[src/sac_map.svh]
// Purpose: register map, field positions and timing counts of the converter control block
// Assumes: apb byte addresses are four times the printed register index
// Notes: definitions only
`ifndef SAC_MAP_SVH
`define SAC_MAP_SVH
`define SAC_IDX_IRQ_EN      8'h0b
`define SAC_IDX_IRQ_PEND    8'h0c
`define SAC_IDX_RES_HI      8'h17
`define SAC_IDX_CTRL        8'h18
`define SAC_IDX_REFCH       8'h19
`define SAC_IDX_IRQ_STAT    8'h1a
`define SAC_IDX_IRQ_MASK    8'h1b
`define SAC_DONE_BIT        7
`define SAC_DONE_CLR_VAL    8'h7f
`define SAC_START_BIT       3
`define SAC_REFCH_RST       8'h1f
`define SAC_CHAN_EXT_MAX    5'h0c
`define SAC_CHAN_BANDGAP    5'h0e
`define SAC_CHAN_QVCC       5'h17
`define SAC_REF_RESERVED    2'h2
`define SAC_BIT_DECISIONS   4'hc
`define SAC_DIV_MAX_LOG     4'h8
`endif

[src/sac_pkg.sv]
// Purpose: types shared by the converter control block
// Assumes: nothing beyond the map header
// Notes: sequencer states
package sac_pkg;
   typedef enum logic [1:0] {SAC_IDLE, SAC_SAMPLE, SAC_DECIDE, SAC_FINISH} sac_state_t;
endpackage

[src/sac_top.sv]
// Purpose: control of a 12-bit successive approximation converter behind an apb slave
// Assumes: analog comparator answers within one converter clock; inputs synchronous to clk_i
// Notes: byte registers sit in the low bits of one word each; zero wait states
`timescale 1ns/100ps
`include "sac_map.svh"
//
// Contract
// - 12-bit result built by successive approximation, fifteen inputs via channel field
// - converter clock is system clock divided by 256 down to 2 per divider field
// - writing start launches conversion; hardware clears start at the end
// - start reads 1 while converting, 0 when complete
// - channel codes 0..12 external, 0x0e bandgap, 0x17 quarter supply, rest reserved
// - reference field picks supply/1.2V, 2.48V bandgap, reserved, 2.00V bandgap
// - with reference field 00, low reference bit picks supply or 1.2V bandgap
// - result bits 11..4 in high byte, bits 3..0 in control upper nibble
// - done flag set at conversion end, cleared by writing 0x7f to pending register
module sac_top
   import sac_pkg::*;
#(
   parameter int RES_BITS = 12
)
(
   input wire logic clk_i,                 // system clock, 50 MHz
   input wire logic sys_rst_i,             // async reset, active high
   input wire logic psel_i,                // apb select
   input wire logic penable_i,             // apb enable
   input wire logic pwrite_i,              // apb direction
   input wire logic [11:0] paddr_i,        // apb byte address
   input wire logic [31:0] pwdata_i,       // apb write data
   output logic [31:0] prdata_o,           // apb read data
   output logic pready_o,                  // apb ready
   output logic pslverr_o,                 // apb error on unmapped address
   input wire logic cmp_i,                 // comparator: input at or above trial level
   output logic [RES_BITS-1:0] dac_o,      // trial code to the capacitor array
   output logic sample_o,                  // sample switch closed
   output logic [4:0] mux_sel_o,           // input multiplexer select
   output logic mux_valid_o,               // channel code is not reserved
   output logic [1:0] ref_sel_o,           // reference source select
   output logic ref_low_o,                 // low reference select
   output logic irq_o                      // level interrupt
);
   import sac_pkg::*;

   sac_state_t state_r;
   logic [7:0] irq_en_r;
   logic done_flag_r;
   logic [7:0] stat_r;
   logic [7:0] mask_r;
   logic [2:0] div_sel_r;
   logic start_busy_r;
   logic [7:0] refch_r;
   logic [RES_BITS-1:0] result_r;
   logic [RES_BITS-1:0] sar_r;
   logic [3:0] bit_cnt_r;
   logic [7:0] div_cnt_r;
   logic tick;
   logic [7:0] div_last;
   logic acc;
   logic wr;
   logic [9:0] idx;
   logic mapped;
   logic start_req;
   logic done_evt;
   logic [7:0] rd_byte;
   logic [RES_BITS-1:0] trial_bit;
   logic wr_ctrl;
   logic wr_refch;
   logic wr_irq_en;
   logic wr_pend;
   logic wr_stat;
   logic wr_mask;

   // word index matches one byte register
   function automatic logic idx_hit(input logic [9:0] i, input logic [7:0] reg_idx);
      idx_hit = i == {2'h0, reg_idx};
   endfunction

   function automatic logic chan_ok(input logic [4:0] c);
      chan_ok = (c <= `SAC_CHAN_EXT_MAX) || (c == `SAC_CHAN_BANDGAP) || (c == `SAC_CHAN_QVCC);
   endfunction

   assign acc = psel_i & penable_i;
   assign wr = acc & pwrite_i;
   assign idx = paddr_i[11:2];
   assign mapped = (idx == {2'h0, `SAC_IDX_IRQ_EN}) || (idx == {2'h0, `SAC_IDX_IRQ_PEND})
      || (idx == {2'h0, `SAC_IDX_RES_HI}) || (idx == {2'h0, `SAC_IDX_CTRL})
      || (idx == {2'h0, `SAC_IDX_REFCH}) || (idx == {2'h0, `SAC_IDX_IRQ_STAT})
      || (idx == {2'h0, `SAC_IDX_IRQ_MASK});
   // one write strobe per writable register, taken in the access cycle
   assign wr_ctrl = wr && idx_hit(idx, `SAC_IDX_CTRL);
   assign wr_refch = wr && idx_hit(idx, `SAC_IDX_REFCH);
   assign wr_irq_en = wr && idx_hit(idx, `SAC_IDX_IRQ_EN);
   assign wr_pend = wr && idx_hit(idx, `SAC_IDX_IRQ_PEND);
   assign wr_stat = wr && idx_hit(idx, `SAC_IDX_IRQ_STAT);
   assign wr_mask = wr && idx_hit(idx, `SAC_IDX_IRQ_MASK);

   // a start written while busy is dropped by the sequencer; the end beats a start
   assign start_req = wr_ctrl && pwdata_i[`SAC_START_BIT];
   assign done_evt = tick && state_r == SAC_FINISH;

   // divider: terminal count is 2^(8-sel) - 1
   assign div_last = 8'(({1'b0, 8'hff} >> div_sel_r));

   always_ff @(posedge clk_i or posedge sys_rst_i)
   begin
      if (sys_rst_i)
         div_cnt_r <= 8'h00;
      else if (state_r == SAC_IDLE || div_cnt_r == div_last)
         div_cnt_r <= 8'h00;
      else
         div_cnt_r <= div_cnt_r + 8'h01;
   end
   assign tick = (state_r != SAC_IDLE) && div_cnt_r == div_last;

   // one-hot trial position, msb first; shifted once more it marks the next trial
   assign trial_bit = {1'b1, {(RES_BITS-1){1'b0}}} >> bit_cnt_r;

   // sequencer: sample, twelve decisions, finish
   always_ff @(posedge clk_i or posedge sys_rst_i)
   begin
      if (sys_rst_i)
      begin
         state_r <= SAC_IDLE;
         sar_r <= '0;
         bit_cnt_r <= 4'h0;
      end
      else
      begin
         unique case (state_r)
            SAC_IDLE:
               if (start_req)
               begin
                  state_r <= SAC_SAMPLE;
                  sar_r <= {1'b1, {(RES_BITS-1){1'b0}}};
                  bit_cnt_r <= 4'h0;
               end
            SAC_SAMPLE:
               if (tick)
                  state_r <= SAC_DECIDE;
            SAC_DECIDE:
               if (tick)
               begin
                  // keep or drop the trial bit, then raise the next one
                  sar_r <= (sar_r & ~trial_bit) | (cmp_i ? trial_bit : '0)
                     | (trial_bit >> 1);
                  bit_cnt_r <= bit_cnt_r + 4'h1;
                  if (bit_cnt_r == `SAC_BIT_DECISIONS - 4'h1)
                     state_r <= SAC_FINISH;
               end
            SAC_FINISH:
               if (tick)
                  state_r <= SAC_IDLE;
         endcase
      end
   end

   always_ff @(posedge clk_i or posedge sys_rst_i)
   begin
      if (sys_rst_i)
         result_r <= '0;
      else if (done_evt)
         result_r <= sar_r;
   end

   always_ff @(posedge clk_i or posedge sys_rst_i)
   begin
      if (sys_rst_i)
         start_busy_r <= 1'b0;
      else if (done_evt)
         start_busy_r <= 1'b0;
      else if (start_req)
         start_busy_r <= 1'b1;
   end

   // divider field frozen while converting; start while busy ignored
   always_ff @(posedge clk_i or posedge sys_rst_i)
   begin
      if (sys_rst_i)
         div_sel_r <= 3'h0;
      else if (wr_ctrl && state_r == SAC_IDLE)
         div_sel_r <= pwdata_i[2:0];
   end

   always_ff @(posedge clk_i or posedge sys_rst_i)
   begin
      if (sys_rst_i)
         refch_r <= `SAC_REFCH_RST;
      else if (wr_refch)
      begin
         // taken at once, even mid-conversion; software owns the settling time
         refch_r <= pwdata_i[7:0];
      end
   end

   always_ff @(posedge clk_i or posedge sys_rst_i)
   begin
      if (sys_rst_i)
         irq_en_r <= 8'h00;
      else if (wr_irq_en)
         irq_en_r <= pwdata_i[7:0];
   end

   // done flag: set wins over the clear code
   always_ff @(posedge clk_i or posedge sys_rst_i)
   begin
      if (sys_rst_i)
         done_flag_r <= 1'b0;
      else if (done_evt)
         done_flag_r <= 1'b1;
      else if (wr_pend && pwdata_i[7:0] == `SAC_DONE_CLR_VAL)
         done_flag_r <= 1'b0;
   end

   // sticky status, write one to clear; set wins
   always_ff @(posedge clk_i or posedge sys_rst_i)
   begin
      if (sys_rst_i)
         stat_r <= 8'h00;
      else if (wr_stat)
         stat_r <= (stat_r & ~pwdata_i[7:0]) | {done_evt, 7'h00};
      else if (done_evt)
         stat_r[`SAC_DONE_BIT] <= 1'b1;
   end

   always_ff @(posedge clk_i or posedge sys_rst_i)
   begin
      if (sys_rst_i)
         mask_r <= 8'h00;
      else if (wr_mask)
         mask_r <= pwdata_i[7:0];
   end

   always_ff @(posedge clk_i or posedge sys_rst_i)
   begin
      if (sys_rst_i)
         irq_o <= 1'b0;
      else
      begin
         // both sources share the one level pin
         irq_o <= (done_flag_r & irq_en_r[`SAC_DONE_BIT]) | (|(stat_r & mask_r));
      end
   end

   // read mux; enable bit 6 is not implemented and reads 0
   always_comb
   begin
      rd_byte = 8'h00;
      unique case (idx)
         {2'h0, `SAC_IDX_IRQ_EN}: rd_byte = {irq_en_r[7], 1'b0, irq_en_r[5:0]};
         {2'h0, `SAC_IDX_IRQ_PEND}: rd_byte = {done_flag_r, 7'h00};
         {2'h0, `SAC_IDX_RES_HI}: rd_byte = result_r[11:4];
         {2'h0, `SAC_IDX_CTRL}: rd_byte = {result_r[3:0], start_busy_r, div_sel_r};
         {2'h0, `SAC_IDX_REFCH}: rd_byte = refch_r;
         {2'h0, `SAC_IDX_IRQ_STAT}: rd_byte = stat_r;
         {2'h0, `SAC_IDX_IRQ_MASK}: rd_byte = mask_r;
         default: rd_byte = 8'h00;
      endcase
   end

   // zero-wait apb: setup registers ready and data for the access cycle
   always_ff @(posedge clk_i or posedge sys_rst_i)
   begin
      if (sys_rst_i)
      begin
         pready_o <= 1'b0;
         pslverr_o <= 1'b0;
         prdata_o <= 32'h0000_0000;
      end
      else
      begin
         pready_o <= psel_i & ~penable_i;
         pslverr_o <= psel_i & ~penable_i & ~mapped;
         prdata_o <= (psel_i & ~penable_i & ~pwrite_i) ? {24'h00_0000, rd_byte} : 32'h0000_0000;
      end
   end

   always_ff @(posedge clk_i or posedge sys_rst_i)
   begin
      if (sys_rst_i)
      begin
         dac_o <= '0;
         sample_o <= 1'b0;
         mux_sel_o <= 5'h1f;
         mux_valid_o <= 1'b0;
         ref_sel_o <= 2'h0;
         ref_low_o <= 1'b0;
      end
      else
      begin
         dac_o <= sar_r;
         sample_o <= state_r == SAC_SAMPLE;
         mux_sel_o <= refch_r[4:0];
         mux_valid_o <= chan_ok(refch_r[4:0]);
         ref_sel_o <= refch_r[7:6];
         ref_low_o <= refch_r[5] && refch_r[7:6] == 2'h0;
      end
   end
endmodule // sac_top

[config.mk]
export PLATFORM = sky130hd
export DESIGN_NAME = sac_top
export DESIGN_NICKNAME = d
export VERILOG_FILES = /design/src/sac_pkg.sv /design/src/sac_top.sv
export VERILOG_INCLUDE_DIRS = /design/src /design/src/src
export SDC_FILE = /design/constraint.sdc
export NUM_CORES = 1
export LEC_CHECK = 0
export BUFFER_PORTS_ARGS = -buffer_cell sky130_fd_sc_hd__buf_2
export CAP_MARGIN = 15
export CORE_UTILIZATION = 50
export CTS_CLUSTER_DIAMETER = 30
export DETAILED_ROUTE_END_ITERATION = 6
export PLACE_DENSITY = 0.73
export SLEW_MARGIN = 40
export SYNTH_ARGS = -nofsm -noshare
export SYNTH_HDL_FRONTEND = slang
export SYNTH_SLANG_ARGS = --single-unit
export TNS_END_PERCENT = 5
[constraint.sdc]
create_clock -name clk_i -period 3.25 [get_ports clk_i]
set_input_delay 0.1625 -clock clk_i [delete_from_list [all_inputs] [get_ports clk_i]]
set_output_delay 0.1625 -clock clk_i [all_outputs]
set_load 0.03 [all_outputs]
## After elaboration in Yosys (flattened, before gate mapping)

Index checks and enable logic that the tools add are counted.

- Register bits: 108
- Output and inout bits: 57

- $add $sub $neg: 2
- Order comparisons: 1
- Equal/unequal tests: 20
- Shift operators: 2
- Muxes and demuxes: 22
- Bitwise gates (word level): 18
- Reduce and logical (&&, ||, !) cells: 31

Operators by type and width:

| cell | count |
|---|---|
| one-hot mux 8 bit (7 select lines) | 1 |
| equality test 10 x 5 -> 1 bit, second input constant | 5 |
| two-way mux 12 bit | 3 |
| one-hot mux 12 bit (2 select lines) | 1 |
| equality test 10 x 4 -> 1 bit, second input constant | 2 |
| AND 8 bit | 2 |
| two-way mux 8 bit | 2 |
| AND 12 bit | 1 |
| logical AND 1 bit | 12 |
| inverter 12 bit | 1 |
| OR 12 x 11 -> 12 bit | 1 |
| OR 12 bit | 1 |
| right shift 12 x 4 -> 12 bit, first input constant | 1 |
| two-way mux 2 bit | 5 |
| != test 2 bit, second input constant | 5 |
| nonzero test 2 bit | 5 |
| logical OR 1 bit | 9 |
| adder 8 x 1 -> 8 bit, second input constant | 1 |
| equality test 8 x 7 -> 1 bit, second input constant | 1 |
| equality test 8 bit | 1 |
| two-way mux 4 bit | 2 |
| inverter 8 bit | 1 |
| OR 8 bit | 1 |
| one-hot mux 2 bit (4 select lines) | 1 |
| other kinds (17) | 31 |

## Longest topological paths before layout

Gate-level depths: netlist of run 1.

- Word-level depth: 9
- Depth in mapped cells: 8

## Worst setup path after synthesis of run 1

OpenSTA, ideal clock, no wires.

- Path kind: reg2reg
- Start: register div_sel_r[1]
- End: register sar_r[5]
- Arrival time: 2.011 ns
- Data required time: 3.170 ns
- Path slack: 1.159 ns
- Stages on the path, launching flop included: 8
- Path buffers: 2
- Period minus slack after synthesis: 2.091 ns
- Path through: dfrtp_1 -> buf_4 -> nor4b_2 -> nand2_1 -> a311o_1 -> buf_6 -> or4_1 -> o211ai_2

- Longest elaborated chain between the ends: 5

Ends and longest elaborated chain:

| element | RTL line | text |
|---|---|---|
| start, declared | sac_top.sv:49 | `logic [2:0] div_sel_r;` |
| start signal, assigned | sac_top.sv:181 | `div_sel_r <= pwdata_i[2:0];` |
| right shift 8 x 3 -> 8 bit | sac_top.sv:102 | `assign div_last = 8'(({1'b0, 8'hff} >> div_sel_r));` |
| equality test 8 bit | sac_top.sv:113 | `assign tick = (state_r != SAC_IDLE) && div_cnt_r == div_last;` |
| logical AND 1 bit | sac_top.sv:113 |  |
| != test 2 bit (no source line) | n/a |  |
| AND reduction 3 bit (no source line) | n/a |  |
| end signal, assigned | sac_top.sv:134 | `sar_r <= {1'b1, {(RES_BITS-1){1'b0}}};` |
| end signal, assigned | sac_top.sv:144 | `sar_r <= (sar_r & ~trial_bit) \| (cmp_i ? trial_bit : '0)` |
| end, declared | sac_top.sv:53 | `logic [RES_BITS-1:0] sar_r;` |

Every way passes these cells.
A chain may end at the register's enable or synchronous reset.

## Worst setup path after layout of run 1

- Start: register div_sel_r[2]
- End: register result_r[1]

- Longest elaborated chain between the ends: 4

Ends and longest elaborated chain:

| element | RTL line | text |
|---|---|---|
| right shift 8 x 3 -> 8 bit | sac_top.sv:102 |  |
| equality test 8 bit | sac_top.sv:113 |  |
| logical AND 1 bit | sac_top.sv:113 |  |
| logical AND 1 bit | sac_top.sv:99 | `assign done_evt = tick && state_r == SAC_FINISH;` |
| end signal, assigned | sac_top.sv:162 | `result_r <= sar_r;` |
| end, declared | sac_top.sv:52 | `logic [RES_BITS-1:0] result_r;` |

Every way passes these cells.

==> metrics, run 1 <==
maximum ir drop on the vdd rail=roughly 0.00027 V; Fill cells=between 800 and 900; switching power=approximately 570 µW; final cell utilization of the core=between 50% and 60%; DR DRC count=0; DP Wirelength=8.433 mm; post-detailed-routing wire length=roughly 12 mm; dpl cell area=approximately 5700 µm²; number of routed nets with antenna violations=0; summed instance area of the synthesized netlist=5393 µm²; Crit-path slowest cell=dfrtp_1; number of enable-type register cells in the synthesized netlist=0; syn avg cell area=approximately 12 µm²; Gate Count Post-Synth=464; most area-hungry cell type in the Yosys netlist=dfrtp_1; Hold WC Path Type=in2reg; number of vias after detailed routing=a little under 4000; share of synthesized area occupied by flip-flops and latches=49.88%; Achievable Freq=396.9 MHz; setup repair after global routing missed its margin=no; leading cell types by count after synthesis=97 x dfrtp_1, 27 x mux2_2, 26 x buf_4; Crit Path Max Fanout=14; Pwr Density=378.1 nW/µm²; layout overhead on the synthesized area=8.724%; buffer depth of the longest clock path=2; source-to-sink clock delay at the later pin of the worst-skew pair=about 370 ps; post-route worst setup slack=roughly 730 ps; cell-by-cell trace of the critical path=or4bb_1 -> o211ai_2 -> o311a_1 -> nand3_4 -> mux2_1; CP Launch Type=flip-flop; area inside the core boundary=between 10000 and 15000 µm²; floorplan die height=105.9 µm; number of nets in the layout=between 500 and 600; post-CTS setup repair buffer count=0; Slew headroom=49.51%; pins over their slew limit=0; die width=around 110 µm; Placer Congestion=between 0.8 and 0.9; Min Clock Period, post-route=between 2000 and 3000 ps; worst slack at placement=about 750 ps; CP top delay family=simple AND/OR/NAND/NOR gates; endpoint type of the worst setup path=flip-flop; # diodes=0; overflow left after global routing=0; final number of setup-violating endpoints=0; proportion of power drawn by combinational gates=under 10%; leakage power summed over all cells=2.673 nW; area of the die=roughly 11000 µm²; Worst-Margin Slew=754.6 ps; Total Routing Usage GR=between 20% and 30%; buffer type at the clock tree root=clkbuf_8; Avg Vias per Cell=around 6; path type of the worst setup path=reg2reg; Final Skew=12.53 ps; flops & latches, synth=approximately 110; Max-Cap Viols=0; final critical-path share of the clock period=between 70 and 80%; clock transition at the register clock pins on the worst setup and hold paths after CTS=100 ps; total iterations of the first detailed-routing run=5; H-Tree Level Count=3; synth top area cells=dfrtp_1 45%, mux2_2 5.6%, dfstp_2 4.9%, buf_4 3.6%, mux2_1 2.7%; wire length per cell=18.11 µm; part of the power in the clock network=about a third; post-synthesis async set-or-reset flop share=100.0%; number of synthesis warnings=0; effective utilization at floorplan=52.00%; cell-internal power=1.649 mW; hold violation count in the final report=0; data arrival time of the critical path=between 2000 and 3000 ps; required time of the critical path=~3500 ps; relative contribution of sequential cells to total power=between 60% and 70%; violation count after the first detailed-routing iteration=between 200 and 300; setup TNS=0 ps; post-layout instance area=just under 6000 µm²; vias in the first global route=about 3700; Inserted Clock Buffers=9; CTS tree=built; delay of the slowest critical-path stage=roughly 630 ps; number of distinct standard cells referenced by the synthesized netlist=between 60 and 70; sum of buffers and inverters on the critical path=0; antenna violations before repair=0; pin count of the biggest net entering global routing=between 80 and 90; area share of the leading cell type in the synthesized netlist=between 40 and 50%; predominant post-synthesis flop cell=dfrtp_1; result of the run=completed; number of ports placed on the die boundary=around 110; count of buffers from port buffering=between 50 and 60; count leader, synth=dfrtp_1; number of clock sinks seen by CTS=approximately 110; switching power as a share of total power=between 20% and 30%; proportion of layout cells with a drive suffix above 1=25.48%; Worst Hold Margin=roughly 41 ps; global-route wire length before repair=about 19 mm; number of core rows=37
cell type report:
cell class | instances | area, µm² | area share [%]
clock buffer | 10 | 127.6 | 2.177
clock inverter | 6 | 50.05 | 0.8536
inverter | 21 | 86.33 | 1.472
multi-input combinational | 311 | 2401 | 40.95
sequential | 107 | 2690 | 45.88
tap | 136 | 170.2 | 2.902
timing repair buffer | 63 | 337.8 | 5.762
cells by family (layout without fill, tap and decap cells):
logic type | Yosys count | after routing | synth area share [%]
buf+inv | 69 | 100 | 7.285
simple gates | 120 | 120 | 13.46
xor+xnor | 8 | 8 | 1.299
other cells | 1 | 24 | 0.06954
flops | 107 | 107 | 49.88
fa+ha+maj | 11 | 11 | 2.552
mux | 48 | 48 | 10.07
compound gates | 100 | 100 | 15.38
power by group through the flow:
stage | sequential, mW | combinational (mW) | clock (mW)
after floorplan | 1.37 | 0.101 | 0
after global placement | 1.36 | 0.120 | 0
after detailed placement | 1.36 | 0.123 | 0
after CTS | 1.34 | 0.126 | 0.768
after global routing | 1.34 | 0.137 | 0.823
final | 1.34 | 0.124 | 0.756
what timing repair did:
action / in CTS / in global routing
gates resized for setup: 0 / 0
endpoints found under the hold margin: 81 / 0
hold buffers: 2 / 0
layer usage:
layer,routed length [µm],track usage [%]
met3,598,4.453
met1,5305,30.24
met4,310,8.631
met5,0,0
met2,5626,35.20
state kept, by name, indices dropped and copies added (netlist names), 2 cells and up:
register	count
div_cnt_r	8
dac_o	12
stat_r	8
prdata_o	8
div_sel_r	3
bit_cnt_r	4
mux_sel_o	5
state_r	2
refch_r	8
mask_r	8
sar_r	12
irq_en_r	7
result_r	12
ref_sel_o	2
final timing paths:
kind | slack [ps] | endpoint | from | depth (start not counted)
worst max-delay path | 730 | result_r[1]$_DFFE_PP0P_ | div_sel_r[2]$_DFFE_PP0P_ | 5
worst min-delay path | 40 | stat_r[6]$_DFFE_PP0P_ | pwdata_i[6] | 2
worst max register to register | 730 | result_r[1]$_DFFE_PP0P_ | div_sel_r[2]$_DFFE_PP0P_ | 5
worst min register to register | 380 | mux_sel_o[1]$_DFF_PP1_ | refch_r[1]$_DFFE_PP1P_ | 0
max in group asynchronous | 2180 | refch_r[3]$_DFFE_PP1P_ | sys_rst_i | 4
min in group asynchronous | 400 | refch_r[7]$_DFFE_PP0P_ | sys_rst_i | 3
cell usage in the layout, fill, tap and decap left out, drive strengths merged, types with 5 or more instances in the layout:
master / instances
nand3: 16
inv: 23
mux2: 40
ha: 11
a21boi: 8
a22o: 9
buf: 61
nor2: 20
clkbuf: 10
xnor2: 5
nand2b: 5
nor3b: 11
o2bb2ai: 7
nand2: 20
mux2i: 7
nor2b: 7
and3: 6
a21oi: 13
o211ai: 11
conb: 24
nor3: 9
dfrtp: 97
a222oi: 7
o21ai: 9
dfstp: 10
stage by stage:
| step | power, mW | std cells |
|---|---|---|
| after CTS | 2.230 | 654 |
| after floorplan | 1.466 | 487 |
| after detailed placement | 1.485 | 636 |
| after global routing | 2.296 | 654 |
| final | 2.217 | 654 |
| after global placement | 1.482 | 636 |
Note: power is estimated with default switching activity, not from simulation.
==> run 2: changes to the inputs <==
--- a/config.mk
+++ b/config.mk
@@ -6,12 +6,13 @@
 export SDC_FILE = /design/constraint.sdc
 export NUM_CORES = 1
 export LEC_CHECK = 0
+export ABC_AREA = 1
 export BUFFER_PORTS_ARGS = -buffer_cell sky130_fd_sc_hd__buf_2
 export CAP_MARGIN = 15
 export CORE_UTILIZATION = 50
 export CTS_CLUSTER_DIAMETER = 30
 export DETAILED_ROUTE_END_ITERATION = 6
-export PLACE_DENSITY = 0.73
+export PLACE_DENSITY = 0.74
 export SLEW_MARGIN = 40
 export SYNTH_ARGS = -nofsm -noshare
 export SYNTH_HDL_FRONTEND = slang
==> constraint.sdc (replaced) <==
create_clock -name clk_i -period 2.6 [get_ports clk_i]
set_input_delay 0.13 -clock clk_i [delete_from_list [all_inputs] [get_ports clk_i]]
set_output_delay 0.13 -clock clk_i [all_outputs]
set_load 0.03 [all_outputs]
==> metrics, run 2 <==
result of the run=completed; syn avg cell area=8.706 µm² (-25%); DR DRC count=0 (unchanged); biggest registers after layout=dac_o: 12 flops, result_r: 12 flops, sar_r: 12 flops; number of synthesis warnings=0 (unchanged); Gate Count Post-Synth=599 (+29%); wire length per cell=14.01 µm (-23%); setup TNS=0 ps (unchanged); Min-Delay Startpoint=psel_i; number of clock sinks seen by CTS=107 (unchanged); number of nets in the layout=729 (+27%); count leader, synth=nand2_1; pin count of the biggest net entering global routing=41 (-53%); global-route wire length before repair=19.07 mm (-0.61%); number of core rows=36 (-2.7%); total iterations of the first detailed-routing run=5 (unchanged); clock transition at the register clock pins on the worst setup and hold paths after CTS=100 ps (about the same); number of distinct standard cells referenced by the synthesized netlist=44 (-36%); Worst Hold Margin=21.68 ps (-19.16 ps); required time of the critical path=2860 ps (-640 ps); number of vias after detailed routing=4201 (+9.1%); CP Launch Type=flip-flop; post-detailed-routing wire length=11.29 mm (-4.6%); Inserted Clock Buffers=9 (unchanged); Max-Cap Viols=0 (unchanged); layout overhead on the synthesized area=13.34%; buffer type at the clock tree root=clkbuf_8; final number of setup-violating endpoints=0 (unchanged); proportion of layout cells with a drive suffix above 1=18.13% (-7.4 points); sum of buffers and inverters on the critical path=0 (unchanged); delay of the slowest critical-path stage=470 ps (-160 ps); setup repair after global routing missed its margin=no; antenna violations before repair=0 (unchanged); Gates resized, CTS repair=0 (unchanged); most common cell after layout, fill and taps aside=nand2_1; flops & latches, synth=107 (unchanged); overflow left after global routing=0 (unchanged); data arrival time of the critical path=2380 ps (-390 ps); Total Routing Usage GR=22.17% (-0.092 points); CP top delay family=simple AND/OR/NAND/NOR gates; Worst-Margin Slew=664.3 ps (-90.33 ps); area inside the core boundary=9955 µm² (-4.0%); area of the die=10840 µm² (-3.2%); count of buffers from port buffering=56 (unchanged); floorplan die height=104.1 µm (-1.6%); summed instance area of the synthesized netlist=5215 µm² (-3.3%); Final Skew=7.883 ps (-4.650 ps); most area-hungry cell type in the Yosys netlist=dfrtp_1; die width=104.1 µm (-1.6%); # diodes=0 (unchanged); leading cell types by count after synthesis=136 x nand2_1, 97 x dfrtp_1, 71 x inv_1; area share of the leading cell type in the synthesized netlist=46.55% (+1.5 points); Crit Path Max Fanout=32 (+18); number of ports placed on the die boundary=107 (unchanged); DP Cell Count=779 (+22%); hold violation count in the final report=0 (unchanged); share of synthesized area occupied by flip-flops and latches=51.58% (+1.7 points); cell-by-cell trace of the critical path=nor2_1 -> nor2_1 -> nor2_1 -> nand3_1 -> nor2_1 -> nand3_1 -> nand2_2 -> nand2_2 -> nand2_1 -> o21ai_2; number of enable-type register cells in the synthesized netlist=0 (unchanged); H-Tree Level Count=3 (unchanged); Avg Vias per Cell=5.212 (-11%); final critical-path share of the clock period=81.67% (+4.1 points); predominant post-synthesis flop cell=dfrtp_1; most used cells in the layout excluding fill and tap cells=136 x nand2_1, 97 x dfrtp_1, 70 x inv_1, 56 x buf_2, 49 x o21ai_0; Placer Congestion=0.9061 (+4.3%); endpoint type of the worst setup path=flip-flop; Pwr Density=671.3 nW/µm² (+78%); cell seen most often among critical-path stages=nor2_1; synth top area cells=dfrtp_1 47%, nand2_1 9.8%, inv_1 5.1%, dfstp_2 5.0%, o21ai_0 4.7%; Slew headroom=55.56% (+6.1 points); Final Instance Count excl. Fillers=806 (+23%); source-to-sink clock delay at the later pin of the worst-skew pair=390 ps (+20 ps); violation count after the first detailed-routing iteration=291 (-2.3%); vias in the first global route=3900 (+4.4%); CTS tree=built; leakage power summed over all cells=2.874 nW (+7.5%); Crit-path slowest cell=dfrtp_1; r2r startpoint=div_sel_r[2]$_DFFE_PP0P_; Achievable Freq=470.9 MHz (+19%); effective utilization at floorplan=52.39% (+0.39 points); post-synthesis async set-or-reset flop share=100.0% (unchanged); path type of the worst setup path=reg2reg; DP Wirelength=8.264 mm (-2.0%); startpoint of the worst setup timing path=div_sel_r[2]$_DFFE_PP0P_; Hold WC Path Type=in2reg; pins over their slew limit=0 (unchanged); number of routed nets with antenna violations=0 (unchanged); maximum ir drop on the vdd rail=0.0005359 V (+98%); Min Clock Period, post-route=2123 ps (-396.0 ps); buffer depth of the longest clock path=2 (unchanged)
[run 2: cell types whose count changed in the layout (fill, tap and decap cells not counted), sizes merged, moves of 9 or more]
cell | before | now
nand2 | 20 | 139
o21ai | 9 | 70
inv | 23 | 75
mux2 | 40 | 0
nand3 | 16 | 46
nor2 | 20 | 46
nor3b | 11 | 0
nand4 | 3 | 12
[run 2: metrics by stage]
stage          util, %  total power [mW]  area [µm²]  worst slack, ps
3_3_place_gp     55.66             2.775        5540            538.1
2_1_floorplan        -             2.670        5305            946.4
6_report         59.38             3.968        5911            476.5
4_1_cts          58.90             3.980        5863            466.0
5_1_grt          59.38             4.181        5911            191.3
3_5_place_dp     55.66             2.806        5540            482.6
[run 2: worst register-to-register path, stage by stage (launching register included)]
cell and delay, ps:
dfrtp_1 470, nor2_1 210, nor2_1 60, nor2_1 90
nand3_1 80, nor2_1 160, nand3_1 130, nand2_2 120
nand2_2 380, nand2_1 220, o21ai_2 70
[run 2: worst paths after layout]
kind                                                  to  cells after the start  slack, ps
worst max-delay path            bit_cnt_r[3]$_DFFE_PP0P_                     10        480
worst min-delay path                 pslverr_o$_DFF_PP0_                      3         20
worst max register to register  bit_cnt_r[3]$_DFFE_PP0P_                     10        480
worst min register to register    mux_sel_o[3]$_DFF_PP1_                      0        390
max in group asynchronous         div_cnt_r[0]$_DFF_PP0_                      6       1740
min in group asynchronous          prdata_o[6]$_DFF_PP0_                      3        160
[run 2: logic make-up (layout without fill, tap and decap cells)]
kind of cell	count (synthesis)	in the layout	synth area share, %
compound gates	105	105	12.43
xor+xnor	3	3	0.5039
fa+ha+maj	11	11	2.639
buf+inv	113	164	10.70
flops	107	107	51.58
other cells	1	24	0.07191
simple gates	259	259	22.07
[run 2: final cells by class]
| type | instances | area (µm²) |
|---|---|---|
| clock inverters | 6 | 95.09 |
| inverters | 73 | 277.8 |
| clock buffers | 10 | 137.6 |
| flip-flops and latches | 107 | 2690 |
| fillers | 866 | 4044 |
| repair buffers | 75 | 490.5 |
| well taps | 133 | 166.4 |
| multi-input cells | 402 | 2053 |
[run 2: routing by layer]
metal	track usage [%]	wire (µm)	vias up
met5	0	0	-
met4	10.51	316	0
met3	3.383	554	20
met2	35.62	5449	137
met1	29.57	4973	2002
li1	-	-	2042
[run 2: what timing repair did]
| item | CTS | global route |
|---|---|---|
| hold buffers | 9 | 0 |
| endpoints found under the hold margin | 46 | 0 |
| buffers inserted | 0 | 0 |
[run 2: report_power, final]
part	internal (mW)	switching [mW]	total, mW	leakage (nW)
Sequential	1.78	0.0974	1.87	1.39
Combinational	0.272	0.649	0.921	1.36
Clock	0.581	0.593	1.17	0.118
Total	2.63	1.34	3.97	2.87
==> run 3: changes to the inputs <==
==> constraint.sdc (replaced) <==
create_clock -name clk_i -period 2.02 [get_ports clk_i]
set_input_delay 0.101 -clock clk_i [delete_from_list [all_inputs] [get_ports clk_i]]
set_output_delay 0.101 -clock clk_i [all_outputs]
set_load 0.03 [all_outputs]
==> metrics, run 3 (synthesized netlist as in run 2, its figures left out) <==
DR DRC count=0 (unchanged); area of the die=10840 µm² (unchanged); leakage power summed over all cells=2.851 nW (-0.80%); global-route met1 utilization=28.80% (-0.77 points); buffer depth of the longest clock path=2 (unchanged); met3 track demand over resource=3.571% (+0.19 points); Worst-Margin Slew=549.0 ps (-115.3 ps); most used cells in the layout excluding fill and tap cells=136 x nand2_1, 97 x dfrtp_1, 70 x inv_1, 56 x buf_2, 49 x o21ai_0; number of clock sinks seen by CTS=107 (unchanged); # diodes=0 (unchanged); area taken by flip-flops and latches=2690 µm² (unchanged); data arrival time of the critical path=2100 ps (-280 ps); Fill cells=853 (-1.5%); setup TNS=0 ps (unchanged); violation count after the first detailed-routing iteration=272 (-6.5%); endpoint type of the worst setup path=flip-flop; Hold WC Path Type=in2reg; met2 Track Usage GR=34.71% (-0.90 points); layout overhead on the synthesized area=12.40%; pin count of the biggest net entering global routing=108 (+160%); overflow left after global routing=0 (unchanged); Inserted Clock Buffers=9 (unchanged); number of routed nets with antenna violations=0 (unchanged); required time of the critical path=2290 ps (-570 ps); Endpoint, Worst Hold=pready_o$_DFF_PP0_; pins over their slew limit=0 (unchanged); Final Skew=13.25 ps (+5.366 ps); number of nets in the layout=729 (unchanged); post-detailed-routing wire length=11.15 mm (-1.3%); Avg Vias per Cell=5.133 (-1.5%); number of ports placed on the die boundary=107 (unchanged); CP Launch Type=flip-flop; die width=104.1 µm (unchanged); startpoint of the worst setup timing path=div_sel_r[2]$_DFFE_PP0P_; floorplan die height=104.1 µm (unchanged); buffer type at the clock tree root=clkbuf_8; Crit Path Max Fanout=32 (unchanged); source-to-sink clock delay at the later pin of the worst-skew pair=380 ps (about the same); number of vias after detailed routing=4137 (-1.5%); layer with the highest usage after global routing=met2; Min Clock Period, post-route=1826 ps (-297.6 ps); proportion of layout cells with a drive suffix above 1=17.98% (-0.15 points); total iterations of the first detailed-routing run=5 (unchanged); vias in the first global route=3920 (+0.51%); hold violation count in the final report=0 (unchanged); maximum ir drop on the vdd rail=0.0006273 V (+17%); Min-Delay Path Depth=3 (unchanged); effective utilization at floorplan=52.39% (unchanged); area taken by multi-input logic gates=2053 µm² (unchanged); Gates resized, CTS repair=0 (unchanged); r2r startpoint=div_sel_r[2]$_DFFE_PP0P_; Pwr Density=852.1 nW/µm² (+27%); area inside the core boundary=9955 µm² (unchanged); wire length per cell=13.83 µm (-1.3%); biggest registers after layout=dac_o: 12 flops, result_r: 12 flops, sar_r: 12 flops; final number of setup-violating endpoints=0 (unchanged); most common cell after layout, fill and taps aside=nand2_1; Total Routing Usage GR=21.62% (-0.55 points); Slew headroom=63.40% (+7.8 points); Achievable Freq=547.7 MHz (+16%); final critical-path share of the clock period=90.39% (+8.7 points); destination of the worst register-to-register timing path=bit_cnt_r[3]$_DFFE_PP0P_; H-Tree Level Count=3 (unchanged); Max-Cap Viols=0 (unchanged); number of core rows=36 (unchanged); flop2flop setup slack=190 ps (-280 ps); global-route wire length before repair=18.68 mm (-2.1%); Min-Delay Startpoint=psel_i; clock transition at the register clock pins on the worst setup and hold paths after CTS=100 ps (about the same); DP Cell Count=780 (+0.13%); count of buffers from port buffering=56 (unchanged); count of cells along the worst register-to-register path=11 (+1); DP Wirelength=8.113 mm (-1.8%); result of the run=completed; Placer Congestion=0.9189 (+1.4%); antenna violations before repair=0 (unchanged); Final Instance Count excl. Fillers=806 (unchanged); CTS tree=built; setup repair after global routing missed its margin=no; path type of the worst setup path=reg2reg
-- run 3: cell count changes in the layout (fill, tap and decap cells not counted) --
cell	previous run	this run
buf_16	1	0
clkinvlp_4	1	2
dlygate4sd3_1	9	10
clkbuf_8	10	9
clkinv_2	0	1
bufinv_16	2	1
inv_6	3	1
clkinv_4	1	3
-- run 3: metal layers --
layer	wire [µm]	vias to the layer above
met2	5327	132
li1	-	2048
met5	0	-
met4	338	0
met3	551	23
met1	4927	1934
-- run 3: how the worst max path moves through the flow --
stage,slack [ps],depth (start not counted),endpoint
2_1_floorplan,370,10,sar_r[5]$_DFFE_PP0P_
3_3_place_gp,250,11,sar_r[11]$_DFFE_PP0P_
3_5_place_dp,200,8,result_r[4]$_DFFE_PP0P_
4_1_cts,190,8,result_r[4]$_DFFE_PP0P_
5_1_grt,20,8,result_r[5]$_DFFE_PP0P_
6_report,190,11,bit_cnt_r[3]$_DFFE_PP0P_
-- run 3: where the power goes --
part	switching [mW]	total [mW]	leakage, nW	internal, mW
combinational	0.853	1.25	1.36	0.399
clock	0.752	1.33	0.0998	0.582
sequential	0.124	2.41	1.39	2.29
total	1.73	5.00	2.85	3.27
-- run 3: metrics by stage --
step           hold slack (ps)  power (mW)  area (µm²)  utilization, %  setup slack (ps)
6_report                 12.90       4.995        5862           58.89             194.1
5_1_grt                  32.76       5.293        5862           58.89             19.72
4_1_cts                  1.280       5.033        5862           58.89             185.3
3_5_place_dp             292.5       3.697        5560           55.86             200.5
3_3_place_gp             287.2       3.635        5560           55.86             253.5
2_1_floorplan            171.8       3.437        5305               -             366.4
-- run 3: layout make-up --
| cell class | count | share of cell area (%) |
|---|---|---|
| multi-input combinational | 402 | 35.03 |
| inverter | 73 | 4.739 |
| clock buffer | 9 | 2.113 |
| timing repair buffer | 75 | 8.068 |
| tap | 133 | 2.839 |
| sequential | 107 | 45.89 |
| clock inverter | 7 | 1.323 |
-- run 3: worst max-delay path, cell delays in order, from the launching register on --
cell and delay, ps:
dfrtp_1 460, nor2_1 210, nor2_1 70, nor2_1 100
nand3_1 80, nor2_1 170, nand3_1 140, nand2_2 120
nand2_2 70, buf_12 170, nand2_1 80, o21ai_2 50
-- run 3: what timing repair did --
action	in CTS	in global routing
hold buffers	10	0
buffers inserted	0	0
endpoints found under the hold margin	106	0
